### config.mk
export PLATFORM = sky130hd
export DESIGN_NAME = fts_flash_ctrl
export DESIGN_NICKNAME = d
export VERILOG_FILES = /design/src/pkg/fts_pkg.sv /design/src/design/fts_sync2.sv /design/src/design/fts_tick_div.sv /design/src/design/fts_flash_ctrl.sv
export VERILOG_INCLUDE_DIRS = /design/src /design/src/pkg
export SDC_FILE = /design/constraint.sdc
export NUM_CORES = 1
export LEC_CHECK = 0
export BUFFER_PORTS_ARGS = -buffer_cell sky130_fd_sc_hd__buf_4
export CAP_MARGIN = 20
export CORE_MARGIN = 4
export CORE_UTILIZATION = 45
export CTS_BUF_LIST = sky130_fd_sc_hd__clkbuf_4
export CTS_CLUSTER_DIAMETER = 120
export CTS_CLUSTER_SIZE = 30
export DETAILED_ROUTE_END_ITERATION = 10
export GPL_ROUTABILITY_DRIVEN = 0
export MAX_ROUTING_LAYER = met4
export PLACE_DENSITY_LB_ADDON = 0.08
export SETUP_SLACK_MARGIN = 0.5
export SYNTH_ARGS = -nofsm -noshare
export SYNTH_HDL_FRONTEND = slang
export SYNTH_HIERARCHICAL = 1
export SYNTH_SLANG_ARGS = --single-unit
### constraint.sdc
create_clock -name sys_clk -period 3.9 [get_ports sys_clk]
set_input_delay 0.195 -clock sys_clk [delete_from_list [all_inputs] [get_ports sys_clk]]
set_output_delay 0.195 -clock sys_clk [all_outputs]
set_load 0.005 [all_outputs]
### src/pkg/fts_consts.svh
// Offsets, field positions, reset values and timing of the flash sync control block
`ifndef FTS_CONSTS_SVH
`define FTS_CONSTS_SVH

`define FTS_CLK_HZ 50000000
`define FTS_MS_PER_SEC 1000
`define FTS_TIMEOUT_STEP_MS 32
`define FTS_CYCLES_PER_MS (`FTS_CLK_HZ / `FTS_MS_PER_SEC)

`define FTS_ADDR_CONTROL 8'h00
`define FTS_ADDR_CONFIG1 8'h04
`define FTS_ADDR_TORCH_LEVEL 8'h08
`define FTS_ADDR_FLASH_LEVEL 8'h0C
`define FTS_ADDR_FLASH_DURATION 8'h10
`define FTS_ADDR_FLAGS 8'h14
`define FTS_ADDR_REDUCED_LEVEL 8'h18
`define FTS_ADDR_STATUS 8'h1C

`define FTS_CTL_FLASH_GO 0
`define FTS_CTL_TORCH_EN 1
`define FTS_CTL_MON_EN 2

`define FTS_CFG_POLARITY 5
`define FTS_CFG_HW_TORCH 7

`define FTS_FLG_TIMEOUT 0
`define FTS_FLG_LED_HOT 1
`define FTS_FLG_LED_FAIL 2
`define FTS_FLG_THERMAL 3
`define FTS_FLG_UNDERVOLT 4
`define FTS_FLG_SYNC_A 5
`define FTS_FLG_FLASH_MON 6
`define FTS_FLG_SYNC_B 7

`define FTS_RST_CONTROL 8'h00
`define FTS_RST_CONFIG1 8'h20
`define FTS_RST_TORCH_LEVEL 8'h11
`define FTS_RST_FLASH_LEVEL 8'h88
`define FTS_RST_FLASH_DURATION 8'h0F
`define FTS_RST_REDUCED_LEVEL 8'h44

`define FTS_DUR_LSB 0
`define FTS_DUR_MSB 4
`define FTS_MS_CNT_W 11

`endif

### src/pkg/fts_pkg.sv
// Types and shared decoding for the flash sync control block
package fts_pkg;

    typedef enum logic [1:0] {
        FTS_ST_IDLE,
        FTS_ST_TORCH,
        FTS_ST_FLASH
    } fts_state_type;

    // Flash timeout in ms for a five-bit duration code: (code + 1) steps of 32 ms
    function automatic logic [10:0] fts_timeout_ms(input logic [4:0] code);
        logic [10:0] steps;
        steps = {6'h00, code} + 11'h001;
        return steps << 5;
    endfunction : fts_timeout_ms

endpackage : fts_pkg

### src/design/fts_sync2.sv
// Two-stage synchroniser for pin-level inputs
`timescale 1ns/1ns
module fts_sync2 #(
    parameter int WIDTH = 1
) (
    input wire logic sys_clk, // System clock
    input wire logic sys_rst, // Asynchronous reset, active high
    input wire logic [WIDTH-1:0] async_in, // Levels from pins
    output logic [WIDTH-1:0] sync_out // Synchronised levels
);
    logic [WIDTH-1:0] meta_r;

    always_ff @(posedge sys_clk or posedge sys_rst) begin
        if (sys_rst) begin
            meta_r <= '0;
            sync_out <= '0;
        end else begin
            meta_r <= async_in;
            sync_out <= meta_r;
        end
    end
endmodule : fts_sync2

### src/design/fts_tick_div.sv
// Divider giving a one-cycle enable pulse every CYCLES clock cycles
`timescale 1ns/1ns
`include "fts_consts.svh"
module fts_tick_div #(
    parameter int unsigned CYCLES = `FTS_CYCLES_PER_MS
) (
    input wire logic sys_clk, // System clock
    input wire logic sys_rst, // Asynchronous reset, active high
    input wire logic clear, // Restart the period
    output logic tick // One-cycle pulse at end of each period
);
    logic [31:0] cnt_r;

    always_ff @(posedge sys_clk or posedge sys_rst) begin
        if (sys_rst) begin
            cnt_r <= 32'h0000_0000;
            tick <= 1'b0;
        end else if (clear) begin
            cnt_r <= 32'h0000_0000;
            tick <= 1'b0;
        end else if (cnt_r == 32'(CYCLES - 1)) begin
            cnt_r <= 32'h0000_0000;
            tick <= 1'b1;
        end else begin
            cnt_r <= cnt_r + 32'h0000_0001;
            tick <= 1'b0;
        end
    end
endmodule : fts_tick_div

### src/design/fts_flash_ctrl.sv
// Flash sync control: register file, flash timing, sync reduction and fault flags
//
// Implementation choices: the Wishbone slave port and the placing of the registers.
`timescale 1ns/1ns
`include "fts_consts.svh"
module fts_flash_ctrl #(
    parameter int unsigned CYCLES_PER_MS = `FTS_CYCLES_PER_MS,
    parameter int LEVEL_W = 8
) (
    input wire logic sys_clk, // System clock, 50 MHz
    input wire logic sys_rst, // Asynchronous reset, active high
    input wire logic wb_cyc_i, // Wishbone cycle
    input wire logic wb_stb_i, // Wishbone strobe
    input wire logic wb_we_i, // Wishbone write enable
    input wire logic [7:0] wb_adr_i, // Wishbone byte address
    input wire logic [31:0] wb_dat_i, // Wishbone write data
    input wire logic [3:0] wb_sel_i, // Wishbone byte selects
    output logic [31:0] wb_dat_o, // Wishbone read data
    output logic wb_ack_o, // Wishbone acknowledge
    input wire logic hardware_enable_pin, // Device enable pin, active high
    input wire logic multi_function_pin_a, // Sync input A or torch enable
    input wire logic pa_sync_input_b, // Sync input B
    input wire logic led_overtemp_in, // LED overtemperature comparator
    input wire logic led_fail_in, // LED short or output overvoltage
    input wire logic thermal_shutdown_in, // Die thermal shutdown
    input wire logic supply_undervolt_in, // Supply below monitor threshold
    input wire logic supply_below_flash_th_in, // Supply below supply_flash_threshold
    output logic current_source_a_en, // Source A on
    output logic [LEVEL_W-1:0] current_source_a_level, // Source A current code
    output logic current_source_b_en, // Source B on
    output logic [LEVEL_W-1:0] current_source_b_level, // Source B current code
    output logic flash_active // Flash pulse in progress
);
    localparam int HALF = LEVEL_W / 2;

    logic [7:0] pins_s;
    logic hardware_enable_pin_s;
    logic pin_a_s;
    logic pin_b_s;
    logic led_hot_s;
    logic led_fail_s;
    logic thermal_s;
    logic uv_s;
    logic flash_th_s;

    fts_sync2 #(.WIDTH(8)) u_sync (
        .sys_clk(sys_clk),
        .sys_rst(sys_rst),
        .async_in({supply_below_flash_th_in, supply_undervolt_in, thermal_shutdown_in,
                   led_fail_in, led_overtemp_in, pa_sync_input_b, multi_function_pin_a,
                   hardware_enable_pin}),
        .sync_out(pins_s)
    );

    assign {flash_th_s, uv_s, thermal_s, led_fail_s, led_hot_s, pin_b_s, pin_a_s, hardware_enable_pin_s} = pins_s;

    // Pin low acts like a synchronous reset of all control state except sync_a_act_r, sync_b_act_r and the bus answer (wb_ack_o, wb_dat_o)
    logic shut;
    assign shut = ~hardware_enable_pin_s;

    logic [7:0] control_r;
    logic [7:0] config1_r;
    logic [7:0] torch_level_r;
    logic [7:0] flash_level_r;
    logic [7:0] duration_r;
    logic [7:0] flags_r;
    logic [7:0] reduced_level_r;
    logic mon_latch_r;
    fts_pkg::fts_state_type state_r;
    fts_pkg::fts_state_type state_nxt;
    logic [`FTS_MS_CNT_W-1:0] ms_cnt_r;
    logic sync_a_act_r;
    logic sync_b_act_r;

    // Bus request taken on the first strobe cycle; ack follows one edge later
    logic bus_take;
    logic wr_take;
    logic rd_flags;
    assign bus_take = wb_cyc_i & wb_stb_i & ~wb_ack_o;
    assign wr_take = bus_take & wb_we_i & wb_sel_i[0];
    assign rd_flags = bus_take & ~wb_we_i & (wb_adr_i == `FTS_ADDR_FLAGS);

    logic flash_go;
    assign flash_go = wr_take & (wb_adr_i == `FTS_ADDR_CONTROL) & wb_dat_i[`FTS_CTL_FLASH_GO];

    // Sync interpretation
    logic hw_torch_mode;
    logic polarity_high;
    logic sync_a_act;
    logic sync_b_act;
    logic sync_any;
    assign hw_torch_mode = config1_r[`FTS_CFG_HW_TORCH];
    assign polarity_high = config1_r[`FTS_CFG_POLARITY];
    assign sync_a_act = ~hw_torch_mode & (polarity_high ? pin_a_s : ~pin_a_s);
    assign sync_b_act = polarity_high ? pin_b_s : ~pin_b_s;
    assign sync_any = sync_a_act | sync_b_act;

    logic ms_tick;
    fts_tick_div #(.CYCLES(CYCLES_PER_MS)) u_tick (
        .sys_clk(sys_clk),
        .sys_rst(sys_rst),
        .clear(state_r != fts_pkg::FTS_ST_FLASH),
        .tick(ms_tick)
    );

    logic [`FTS_MS_CNT_W-1:0] timeout_ms;
    logic timeout_hit;
    assign timeout_ms = fts_pkg::fts_timeout_ms(duration_r[`FTS_DUR_MSB:`FTS_DUR_LSB]);
    assign timeout_hit = (state_r == fts_pkg::FTS_ST_FLASH) & ms_tick &
                         (ms_cnt_r == timeout_ms - 11'h001);

    logic torch_req;
    assign torch_req = control_r[`FTS_CTL_TORCH_EN] | (hw_torch_mode & pin_a_s);

    always_comb begin
        state_nxt = state_r;
        case (state_r)
            fts_pkg::FTS_ST_IDLE: begin
                if (flash_go) begin
                    state_nxt = fts_pkg::FTS_ST_FLASH;
                end else if (torch_req) begin
                    state_nxt = fts_pkg::FTS_ST_TORCH;
                end
            end
            fts_pkg::FTS_ST_TORCH: begin
                if (flash_go) begin
                    state_nxt = fts_pkg::FTS_ST_FLASH;
                end else if (!torch_req) begin
                    state_nxt = fts_pkg::FTS_ST_IDLE;
                end
            end
            fts_pkg::FTS_ST_FLASH: begin
                if (timeout_hit) begin
                    state_nxt = fts_pkg::FTS_ST_IDLE;
                end
            end
            default: state_nxt = fts_pkg::FTS_ST_IDLE;
        endcase
    end

    always_ff @(posedge sys_clk or posedge sys_rst) begin
        if (sys_rst) begin
            state_r <= fts_pkg::FTS_ST_IDLE;
        end else if (shut) begin
            state_r <= fts_pkg::FTS_ST_IDLE;
        end else begin
            state_r <= state_nxt;
        end
    end

    always_ff @(posedge sys_clk or posedge sys_rst) begin
        if (sys_rst) begin
            ms_cnt_r <= '0;
        end else if (state_r != fts_pkg::FTS_ST_FLASH || shut) begin
            ms_cnt_r <= '0;
        end else if (ms_tick) begin
            ms_cnt_r <= ms_cnt_r + 11'h001;
        end
    end

    // Writable registers
    always_ff @(posedge sys_clk or posedge sys_rst) begin
        if (sys_rst) begin
            control_r <= `FTS_RST_CONTROL;
            config1_r <= `FTS_RST_CONFIG1;
            torch_level_r <= `FTS_RST_TORCH_LEVEL;
            flash_level_r <= `FTS_RST_FLASH_LEVEL;
            duration_r <= `FTS_RST_FLASH_DURATION;
            reduced_level_r <= `FTS_RST_REDUCED_LEVEL;
        end else if (shut) begin
            control_r <= `FTS_RST_CONTROL;
            config1_r <= `FTS_RST_CONFIG1;
            torch_level_r <= `FTS_RST_TORCH_LEVEL;
            flash_level_r <= `FTS_RST_FLASH_LEVEL;
            duration_r <= `FTS_RST_FLASH_DURATION;
            reduced_level_r <= `FTS_RST_REDUCED_LEVEL;
        end else begin
            // Hardware torch is one-shot: a flash ending in that mode disarms it
            if (timeout_hit && hw_torch_mode) begin
                config1_r[`FTS_CFG_HW_TORCH] <= 1'b0;
            end
            if (wr_take) begin
                if (wb_adr_i == `FTS_ADDR_CONTROL) begin
                    control_r <= {wb_dat_i[7:1], 1'b0};
                end else if (wb_adr_i == `FTS_ADDR_CONFIG1) begin
                    config1_r <= wb_dat_i[7:0];
                end else if (wb_adr_i == `FTS_ADDR_TORCH_LEVEL) begin
                    torch_level_r <= wb_dat_i[7:0];
                end else if (wb_adr_i == `FTS_ADDR_FLASH_LEVEL) begin
                    flash_level_r <= wb_dat_i[7:0];
                end else if (wb_adr_i == `FTS_ADDR_FLASH_DURATION) begin
                    duration_r <= wb_dat_i[7:0];
                end else if (wb_adr_i == `FTS_ADDR_REDUCED_LEVEL) begin
                    reduced_level_r <= wb_dat_i[7:0];
                end
            end
        end
    end

    // Flash monitor trip and its latched reduction
    logic mon_trip;
    assign mon_trip = control_r[`FTS_CTL_MON_EN] & flash_th_s &
                      (state_r == fts_pkg::FTS_ST_FLASH);

    always_ff @(posedge sys_clk or posedge sys_rst) begin
        if (sys_rst) begin
            mon_latch_r <= 1'b0;
        end else if (shut) begin
            mon_latch_r <= 1'b0;
        end else begin
            // A trip in the read cycle wins over the clear
            mon_latch_r <= (mon_latch_r & ~rd_flags) | mon_trip;
        end
    end

    always_ff @(posedge sys_clk or posedge sys_rst) begin
        if (sys_rst) begin
            sync_a_act_r <= 1'b0;
            sync_b_act_r <= 1'b0;
        end else begin
            sync_a_act_r <= sync_a_act;
            sync_b_act_r <= sync_b_act;
        end
    end

    logic [7:0] flag_set;
    logic in_flash;
    assign in_flash = state_r == fts_pkg::FTS_ST_FLASH;

    always_comb begin
        flag_set = 8'h00;
        flag_set[`FTS_FLG_TIMEOUT] = timeout_hit;
        flag_set[`FTS_FLG_LED_HOT] = led_hot_s;
        flag_set[`FTS_FLG_LED_FAIL] = led_fail_s;
        flag_set[`FTS_FLG_THERMAL] = thermal_s;
        flag_set[`FTS_FLG_UNDERVOLT] = uv_s;
        flag_set[`FTS_FLG_SYNC_A] = in_flash & sync_a_act & ~sync_a_act_r;
        flag_set[`FTS_FLG_FLASH_MON] = mon_trip;
        flag_set[`FTS_FLG_SYNC_B] = in_flash & sync_b_act & ~sync_b_act_r;
    end

    always_ff @(posedge sys_clk or posedge sys_rst) begin
        if (sys_rst) begin
            flags_r <= 8'h00;
        end else if (shut) begin
            flags_r <= 8'h00;
        end else begin
            flags_r <= (flags_r & ~{8{rd_flags}}) | flag_set;
        end
    end

    // Source drive
    logic [7:0] flash_eff;
    logic [7:0] drive_nxt;
    logic on_nxt;
    assign flash_eff = mon_latch_r ? reduced_level_r : flash_level_r;

    always_comb begin
        drive_nxt = 8'h00;
        on_nxt = 1'b0;
        case (state_nxt)
            fts_pkg::FTS_ST_TORCH: begin
                drive_nxt = torch_level_r;
                on_nxt = 1'b1;
            end
            fts_pkg::FTS_ST_FLASH: begin
                drive_nxt = sync_any ? torch_level_r : flash_eff;
                on_nxt = 1'b1;
            end
            default: begin
                drive_nxt = 8'h00;
                on_nxt = 1'b0;
            end
        endcase
    end

    always_ff @(posedge sys_clk or posedge sys_rst) begin
        if (sys_rst) begin
            current_source_a_en <= 1'b0;
            current_source_b_en <= 1'b0;
            current_source_a_level <= '0;
            current_source_b_level <= '0;
            flash_active <= 1'b0;
        end else if (shut) begin
            current_source_a_en <= 1'b0;
            current_source_b_en <= 1'b0;
            current_source_a_level <= '0;
            current_source_b_level <= '0;
            flash_active <= 1'b0;
        end else begin
            current_source_a_en <= on_nxt;
            current_source_b_en <= on_nxt;
            current_source_a_level <= LEVEL_W'(drive_nxt[HALF-1:0]);
            current_source_b_level <= LEVEL_W'(drive_nxt[LEVEL_W-1:HALF]);
            flash_active <= state_nxt == fts_pkg::FTS_ST_FLASH;
        end
    end

    // Bus answer: one wait-free cycle, unmapped reads return zero
    logic [7:0] rd_byte;
    always_comb begin
        if (wb_adr_i == `FTS_ADDR_CONTROL) begin
            rd_byte = control_r;
        end else if (wb_adr_i == `FTS_ADDR_CONFIG1) begin
            rd_byte = config1_r;
        end else if (wb_adr_i == `FTS_ADDR_TORCH_LEVEL) begin
            rd_byte = torch_level_r;
        end else if (wb_adr_i == `FTS_ADDR_FLASH_LEVEL) begin
            rd_byte = flash_level_r;
        end else if (wb_adr_i == `FTS_ADDR_FLASH_DURATION) begin
            rd_byte = duration_r;
        end else if (wb_adr_i == `FTS_ADDR_FLAGS) begin
            rd_byte = flags_r;
        end else if (wb_adr_i == `FTS_ADDR_REDUCED_LEVEL) begin
            rd_byte = reduced_level_r;
        end else if (wb_adr_i == `FTS_ADDR_STATUS) begin
            rd_byte = {2'b00, hardware_enable_pin_s, sync_b_act, sync_a_act, mon_latch_r,
                       state_r == fts_pkg::FTS_ST_TORCH, in_flash};
        end else begin
            rd_byte = 8'h00;
        end
    end

    always_ff @(posedge sys_clk or posedge sys_rst) begin
        if (sys_rst) begin
            wb_ack_o <= 1'b0;
            wb_dat_o <= 32'h0000_0000;
        end else begin
            wb_ack_o <= bus_take;
            if (bus_take && !wb_we_i) begin
                wb_dat_o <= {24'h00_0000, rd_byte};
            end
        end
    end
endmodule : fts_flash_ctrl

Word-level counts from Yosys, hierarchy flattened
Index checks and enable logic that the tools add are counted.
{"block": "op_classes", "addsub": 4, "n_eq_ne": 26, "n_mux": 67, "n_bitwise": 34, "n_reduce_logical": 14}
{"operator": "8-bit two-way mux", "n": 43}
{"operator": "32-bit two-way mux", "n": 2}
{"operator": "32-bit by 1-bit adder with 32-bit output (second input constant)", "n": 1}
{"operator": "32-bit by 16-bit equality test with 1-bit output (second input constant)", "n": 1}
{"operator": "8-bit by 5-bit equality test with 1-bit output (second input constant)", "n": 4}
{"operator": "2-bit inequality test (second input constant)", "n": 13}
{"operator": "11-bit two-way mux", "n": 2}
{"operator": "1-bit bitwise AND", "n": 19}
{"operator": "8-bit by 4-bit equality test with 1-bit output (second input constant)", "n": 2}
{"operator": "8-bit case mux with 2 select lines", "n": 1}
{"operator": "2-bit two-way mux", "n": 6}
{"operator": "11-bit by 1-bit adder with 11-bit output (second input constant)", "n": 1}
{"operator": "11-bit equality test", "n": 1}
{"operator": "11-bit by 1-bit subtractor with 11-bit output (second input constant)", "n": 1}
{"operator": "1-bit two-way mux", "n": 9}
{"operator": "1-bit NOT", "n": 9}
{"operator": "8-bit bitwise AND", "n": 1}
{"operator": "8-bit by 3-bit equality test with 1-bit output (second input constant)", "n": 1}
{"operator": "8-bit zero test", "n": 1}
{"operator": "4-bit two-way mux", "n": 2}
{"operator": "8-bit NOT", "n": 1}
{"operator": "8-bit bitwise OR", "n": 1}
{"operator": "7-bit AND reduction", "n": 1}
{"operator": "5-bit by 1-bit adder with 6-bit output (second input constant)", "n": 1}
{"operator": "16 further kinds", "n": 21}
{"block": "word_totals", "register_bits": 148, "input_bits": 57, "out_inout_bits": 52, "wordCells": 168}

Logic depth before layout (Yosys ltp)
{"block": "depth", "depth_word": 12, "mapped_depth": 12, "mapped_depth_nobuf": 11}

Modules after synthesis
Netlist, hierarchy kept.
{"mod": "fts_flash_ctrl", "n_inst": 1, "cells_each": 557, "area_per_inst_um2": 5358.9, "seq_area_each_um2": 2265.9}
{"mod": "fts_tick_div", "n_inst": 1, "cells_each": 188, "area_per_inst_um2": 1756.7, "seq_area_each_um2": 825.8}
{"mod": "fts_sync2", "n_inst": 1, "cells_each": 17, "area_per_inst_um2": 404.1, "seq_area_each_um2": 400.4}

Worst setup path before layout
OpenSTA, ideal clock, no wires.
{"block": "synth_timing", "path_kind": "reg-to-reg", "startpoint": "reg duration_r[0]", "endpoint": "reg current_source_a_level[0]", "setup_time_ns": 0.072, "arrival_time_ns": 2.770, "t_required_ns": 3.828, "setup_slack_ns": 1.057, "path_stages_with_launch": 13, "path_buffers": 2, "period_less_slack_ns": 2.843, "cell_sequence": "dfstp_2 > buf_2 > and3_1 > clkbuf_1 > nor4b_1 > o41a_1 > a211o_1 > a21boi_0 > ha_1 > inv_1 > o21bai_1 > a22oi_1 > nor2_1"}
{"block": "synth_via", "elab_chain_len": 9, "elab_cells_between_ends": 10, "cone_classes": "add/sub (2); eq/ne (3); mux (4); bitwise (1)"}
{"item": "start, declared", "line": "fts_flash_ctrl.sv:65", "rtl": "logic [7:0] duration_r;"}
{"item": "start signal, assigned", "line": "fts_flash_ctrl.sv:168", "rtl": "duration_r <= `FTS_RST_FLASH_DURATION;"}
{"item": "start signal, assigned", "line": "fts_flash_ctrl.sv:175", "rtl": "duration_r <= `FTS_RST_FLASH_DURATION;"}
{"item": "start signal, assigned", "line": "fts_flash_ctrl.sv:192", "rtl": "duration_r <= wb_dat_i[7:0];"}
{"item": "5-bit by 1-bit adder with 6-bit output *", "line": "fts_pkg.sv:13", "rtl": "steps = {6'h00, code} + 11'h001;"}
{"item": "11-bit by 1-bit subtractor with 11-bit output *", "line": "fts_flash_ctrl.sv:110", "rtl": "(ms_cnt_r == timeout_ms - 11'h001);"}
{"item": "11-bit equality test *", "line": "fts_flash_ctrl.sv:110"}
{"item": "1-bit bitwise AND *", "line": "fts_flash_ctrl.sv:109", "rtl": "assign timeout_hit = (state_r == fts_pkg::FTS_ST_FLASH) & ms_tick &"}
{"item": "2-bit two-way mux *", "line": "fts_flash_ctrl.sv:133", "rtl": "if (timeout_hit) begin"}
{"item": "2-bit case mux with 3 select lines *", "line": "fts_flash_ctrl.sv:117", "rtl": "case (state_r)"}
{"item": "2-bit equality test / 2-bit by 1-bit equality test with 1-bit output (equally long branches)", "line": "fts_flash_ctrl.sv:261", "rtl": "case (state_nxt)"}
{"item": "8-bit case mux with 2 select lines *", "line": "fts_flash_ctrl.sv:261"}
{"item": "4-bit two-way mux *", "line": "fts_flash_ctrl.sv:284", "rtl": "end else if (shut) begin"}
{"item": "end signal, assigned", "line": "fts_flash_ctrl.sv:293", "rtl": "current_source_a_level <= LEVEL_W'(drive_nxt[HALF-1:0]);"}
{"item": "end, declared", "line": "fts_flash_ctrl.sv:29", "rtl": "output logic [LEVEL_W-1:0] current_source_a_level,"}
Every way passes the cells marked *; elsewhere a longest branch is shown, timed or not.
A chain may end at the register's enable or synchronous reset.

Final worst setup path
{"block": "layout_timing", "startpoint": "reg duration_r[1]", "endpoint": "reg current_source_b_level[2]"}
{"block": "layout_via", "elab_chain_len": 9, "elab_cells_between_ends": 10, "cone_classes": "add/sub (2); eq/ne (3); mux (4); bitwise (1)"}
{"item": "5-bit by 1-bit adder with 6-bit output *", "line": "fts_pkg.sv:13"}
{"item": "11-bit by 1-bit subtractor with 11-bit output *", "line": "fts_flash_ctrl.sv:110"}
{"item": "11-bit equality test *", "line": "fts_flash_ctrl.sv:110"}
{"item": "1-bit bitwise AND *", "line": "fts_flash_ctrl.sv:109"}
{"item": "2-bit two-way mux *", "line": "fts_flash_ctrl.sv:133"}
{"item": "2-bit case mux with 3 select lines *", "line": "fts_flash_ctrl.sv:117"}
{"item": "2-bit equality test / 2-bit by 1-bit equality test with 1-bit output (equally long branches)", "line": "fts_flash_ctrl.sv:261"}
{"item": "8-bit case mux with 2 select lines *", "line": "fts_flash_ctrl.sv:261"}
{"item": "4-bit two-way mux *", "line": "fts_flash_ctrl.sv:284"}
{"item": "end signal, assigned", "line": "fts_flash_ctrl.sv:294", "rtl": "current_source_b_level <= LEVEL_W'(drive_nxt[LEVEL_W-1:HALF]);"}
{"item": "end, declared", "line": "fts_flash_ctrl.sv:31", "rtl": "output logic [LEVEL_W-1:0] current_source_b_level,"}
Marks and branches as above.

==> qor.yml <==
cells_and_area:
  seq_area_um2: 3490
  syn2layout_area_growth_pct: 12.0
  multiInputGateArea_um2: 3670
  final_area_um2: 8420
  final_cells: 1044
  drive_gt1_share_pct: 16.2
  most-common-layout-cells: "128 x dfrtp_1, 82 x nand2_1, 59 x buf_4"
  num-fill-cells: 1496
  nets: 878
  fin_util_pct: 52.3
  final_common_cell: "dfrtp_1"
  n_antenna_cell: 0
logic_synthesis:
  synthCells: 762
  async_flop_share_pct: 100
  ys_ff_latch: 139
  avgSynthCellArea_um2: 9.87
  syn_area_um2: 7520
  synth-edff-count: 0
  synth_cell_types: 76
  yosys_warnings: 6
  netlist.top_cell.by_area: "dfrtp_1"
  synth_top_area_share_pct: 42.6
  synthTopCellsByArea: "dfrtp_1 43%, mux2i_1 4.5%, nand2_1 4.1%"
  synth_ff_type: "dfrtp_1"
  yosysSeqAreaShare_pct: 46.4
sta:
  holdWs_ns: 0.0484
  setup-violations-final: 0
  worst_pin_slew_ns: 0.831
  hold_viol: 0
  maxSlewHeadroom_pct: 44.6
  finalWorstSetupSlack_ns: 0.808
  skew_ns: 0.0255
  fin_setup_tns_ns: 0
  period_minus_slack_ns: 3.09
  fmax_ghz: 0.323
  fin_crit_sh_pct: 79.3
  slew_viol_final: 0
  rsz0062_at_grt: "no"
power_and_ir_drop:
  leakage_nw: 3.62
  p_per_area_nw_per_um2: 311
  ir_worst_vdd_mv: 0.251
  p_total_mw: 2.62
cts:
  clk_path_buf_depth: 2
  h-tree-depth: 4
  insertion_delay_ns: 0.57
  cts_sinks: 139
  cts_made_buffers: 17
  cts_tree: "yes"
  root_buffer: "clkbuf_4"
  clk_pin_slew_worst_paths_ns: 0.15
placement:
  dp.cells: 989
  dp_hpwl_um: 12800
  io_buffers: 49
  dp_slack_ns: 0.454
  place_area_um2: 7890
worst_setup_path:
  path_class: "flop to flop"
  critPathLaunchType: "flop"
  cpMaxStageDelayCell: "dfstp_2"
  path_cells: "ha_1, or4b_1, o22ai_1, o21ai_0, and3_1, a21boi_0, ha_1, inv_1, o21bai_4, a22oi_1, nor2_1"
  cp-end-kind: "flop"
  worst_ep_required_time_ns: 4.39
  crit_fanout: 8
  critPathBufInv: 1
  slowest_delay_ns: 0.62
  crit_arrival_ns: 3.59
  cp_common_cell: "ha_1"
  critical-path-top-delay-family: "compound AO/OA/AOI/OAI gates"
floorplan:
  rows: 46
  pin_count: 109
  die_area_um2: 18800
  fp.dieH_um: 137
  initial_core_util_pct: 46.7
  die_w_um: 137
  coreArea_um2: 16100
global_route:
  grt_first_pass_wirelength_um: 30600
  busiest_layer: "met2"
  globalRouteMet2Util_pct: 32.7
  grt_overflow: 0
  grt.met3_usage_pct: 5.51
  grt_use_total_pct: 21.7
  antenna_found_initial: 0
  grt_use_met1_pct: 30.0
  grt_max_degree: 61
  grt_pass1_vias: 5615
detailed_routing:
  ant_nets: 0
  avgViaCountPerCell: 5.59
  drt_wl_total_um: 18800
  vias: 5836
  drc: 0
  drt-initial-drc-count: 477
  dr.pass1.iters: 6
  routedWlPerCell_um: 18.0
min_path:
  hp-class: "input port to flop"
job:
  drv_cap: 0
outcome:
  status: "finished clean"
==> layout make-up <==
class	count	share of cell area, %
inverters	16	0.728
clock buffers	17	1.52
flip-flops and latches	139	41.5
multi-input cells	562	43.5
well taps	216	3.21
repair buffers	79	7.76
clock inverters	15	1.80
==> timing repair <==
item | in CTS | in global routing
resized for setup | 1 | 3
buffers inserted | 0 | 3
endpoints found under the setup margin | 8 | 8
hold buffers | 19 | 0
endpoints found under the hold margin | 160 | 0
==> tightest hold or removal path: cells and delay by family <==
kind,cells,cell delay (ns)
buffers and inverters,1,0.14
AO/OA/AOI/OAI,1,0.09
AND/OR/NAND/NOR,1,0.18
==> cells by family (layout without fill, tap and decap cells) <==
logic type | Yosys count | after routing | share of synthesized area [%]
compound gates | 134 | 134 | 12.1
flops | 139 | 139 | 46.4
buf+inv | 92 | 127 | 6.69
mux | 45 | 45 | 6.47
other cells | 1 | 32 | 0.0499
fa+ha+maj | 6 | 6 | 0.998
simple gates | 311 | 311 | 23.2
xor+xnor | 34 | 34 | 3.96
==> cell usage after synthesis, drive strengths merged, types with 9 or more instances <==
| library cell | count |
|---|---|
| buf | 49 |
| a21oi | 40 |
| mux2i | 34 |
| or3 | 9 |
| mux2 | 9 |
| nor4 | 10 |
| o31ai | 10 |
| or4 | 16 |
| xnor2 | 20 |
| nand2 | 82 |
| a22oi | 10 |
| nand4 | 20 |
| and3 | 14 |
| clkbuf | 27 |
| o21ai | 18 |
| nand3 | 23 |
| nor2 | 52 |
| dfstp | 11 |
| nor2b | 39 |
| inv | 16 |
| xor2 | 14 |
| a21boi | 16 |
| dfrtp | 128 |
| and2 | 12 |
==> power by group <==
part           internal [mW]  switching (mW)
Sequential              1.46          0.0154
Clock                  0.337           0.605
Combinational         0.0811           0.113
Total                   1.88           0.733
==> flip-flops by register name (all words and copies together) (netlist names), 2 cells and up <==
signal,flops
torch_level_r,8
wb_dat_o,8
config1_r,8
flash_level_r,8
flags_r,8
u_tick/cnt_r,32
state_r,2
u_sync/sync_out,8
control_r,7
reduced_level_r,8
current_source_a_level,4
duration_r,8
current_source_b_level,4
u_sync/meta_r,8
ms_cnt_r,11
==> worst paths after layout <==
| kind | to | slack (ns) | cells past startpoint | start |
|---|---|---|---|---|
| setup / recovery | current_source_b_level[2]$_DFF_PP0_ | 0.81 | 11 | duration_r[1]$_DFFE_PP1P_ |
| hold reg to reg | u_sync/sync_out[1]$_DFF_PP0_ | 0.36 | 0 | u_sync/meta_r[1]$_DFF_PP0_ |
| setup reg to reg | current_source_b_level[2]$_DFF_PP0_ | 0.81 | 11 | duration_r[1]$_DFFE_PP1P_ |
| min in group asynchronous | sync_b_act_r$_DFF_PP0_ | 0.18 | 3 | sys_rst |
| hold / removal | wb_dat_o[7]$_DFFE_PP0P_ | 0.05 | 3 | wb_adr_i[5] |
| max in group asynchronous | torch_level_r[4]$_DFFE_PP1P_ | 2.92 | 4 | sys_rst |
==> per-layer routing <==
layer  part of all wire (%)  wire length [um]
met4                   0.60               112
met3                    6.5              1210
met1                     46              8630
met5                      0                 0
met2                     47              8800
Note: power is estimated with default switching activity, not from simulation.
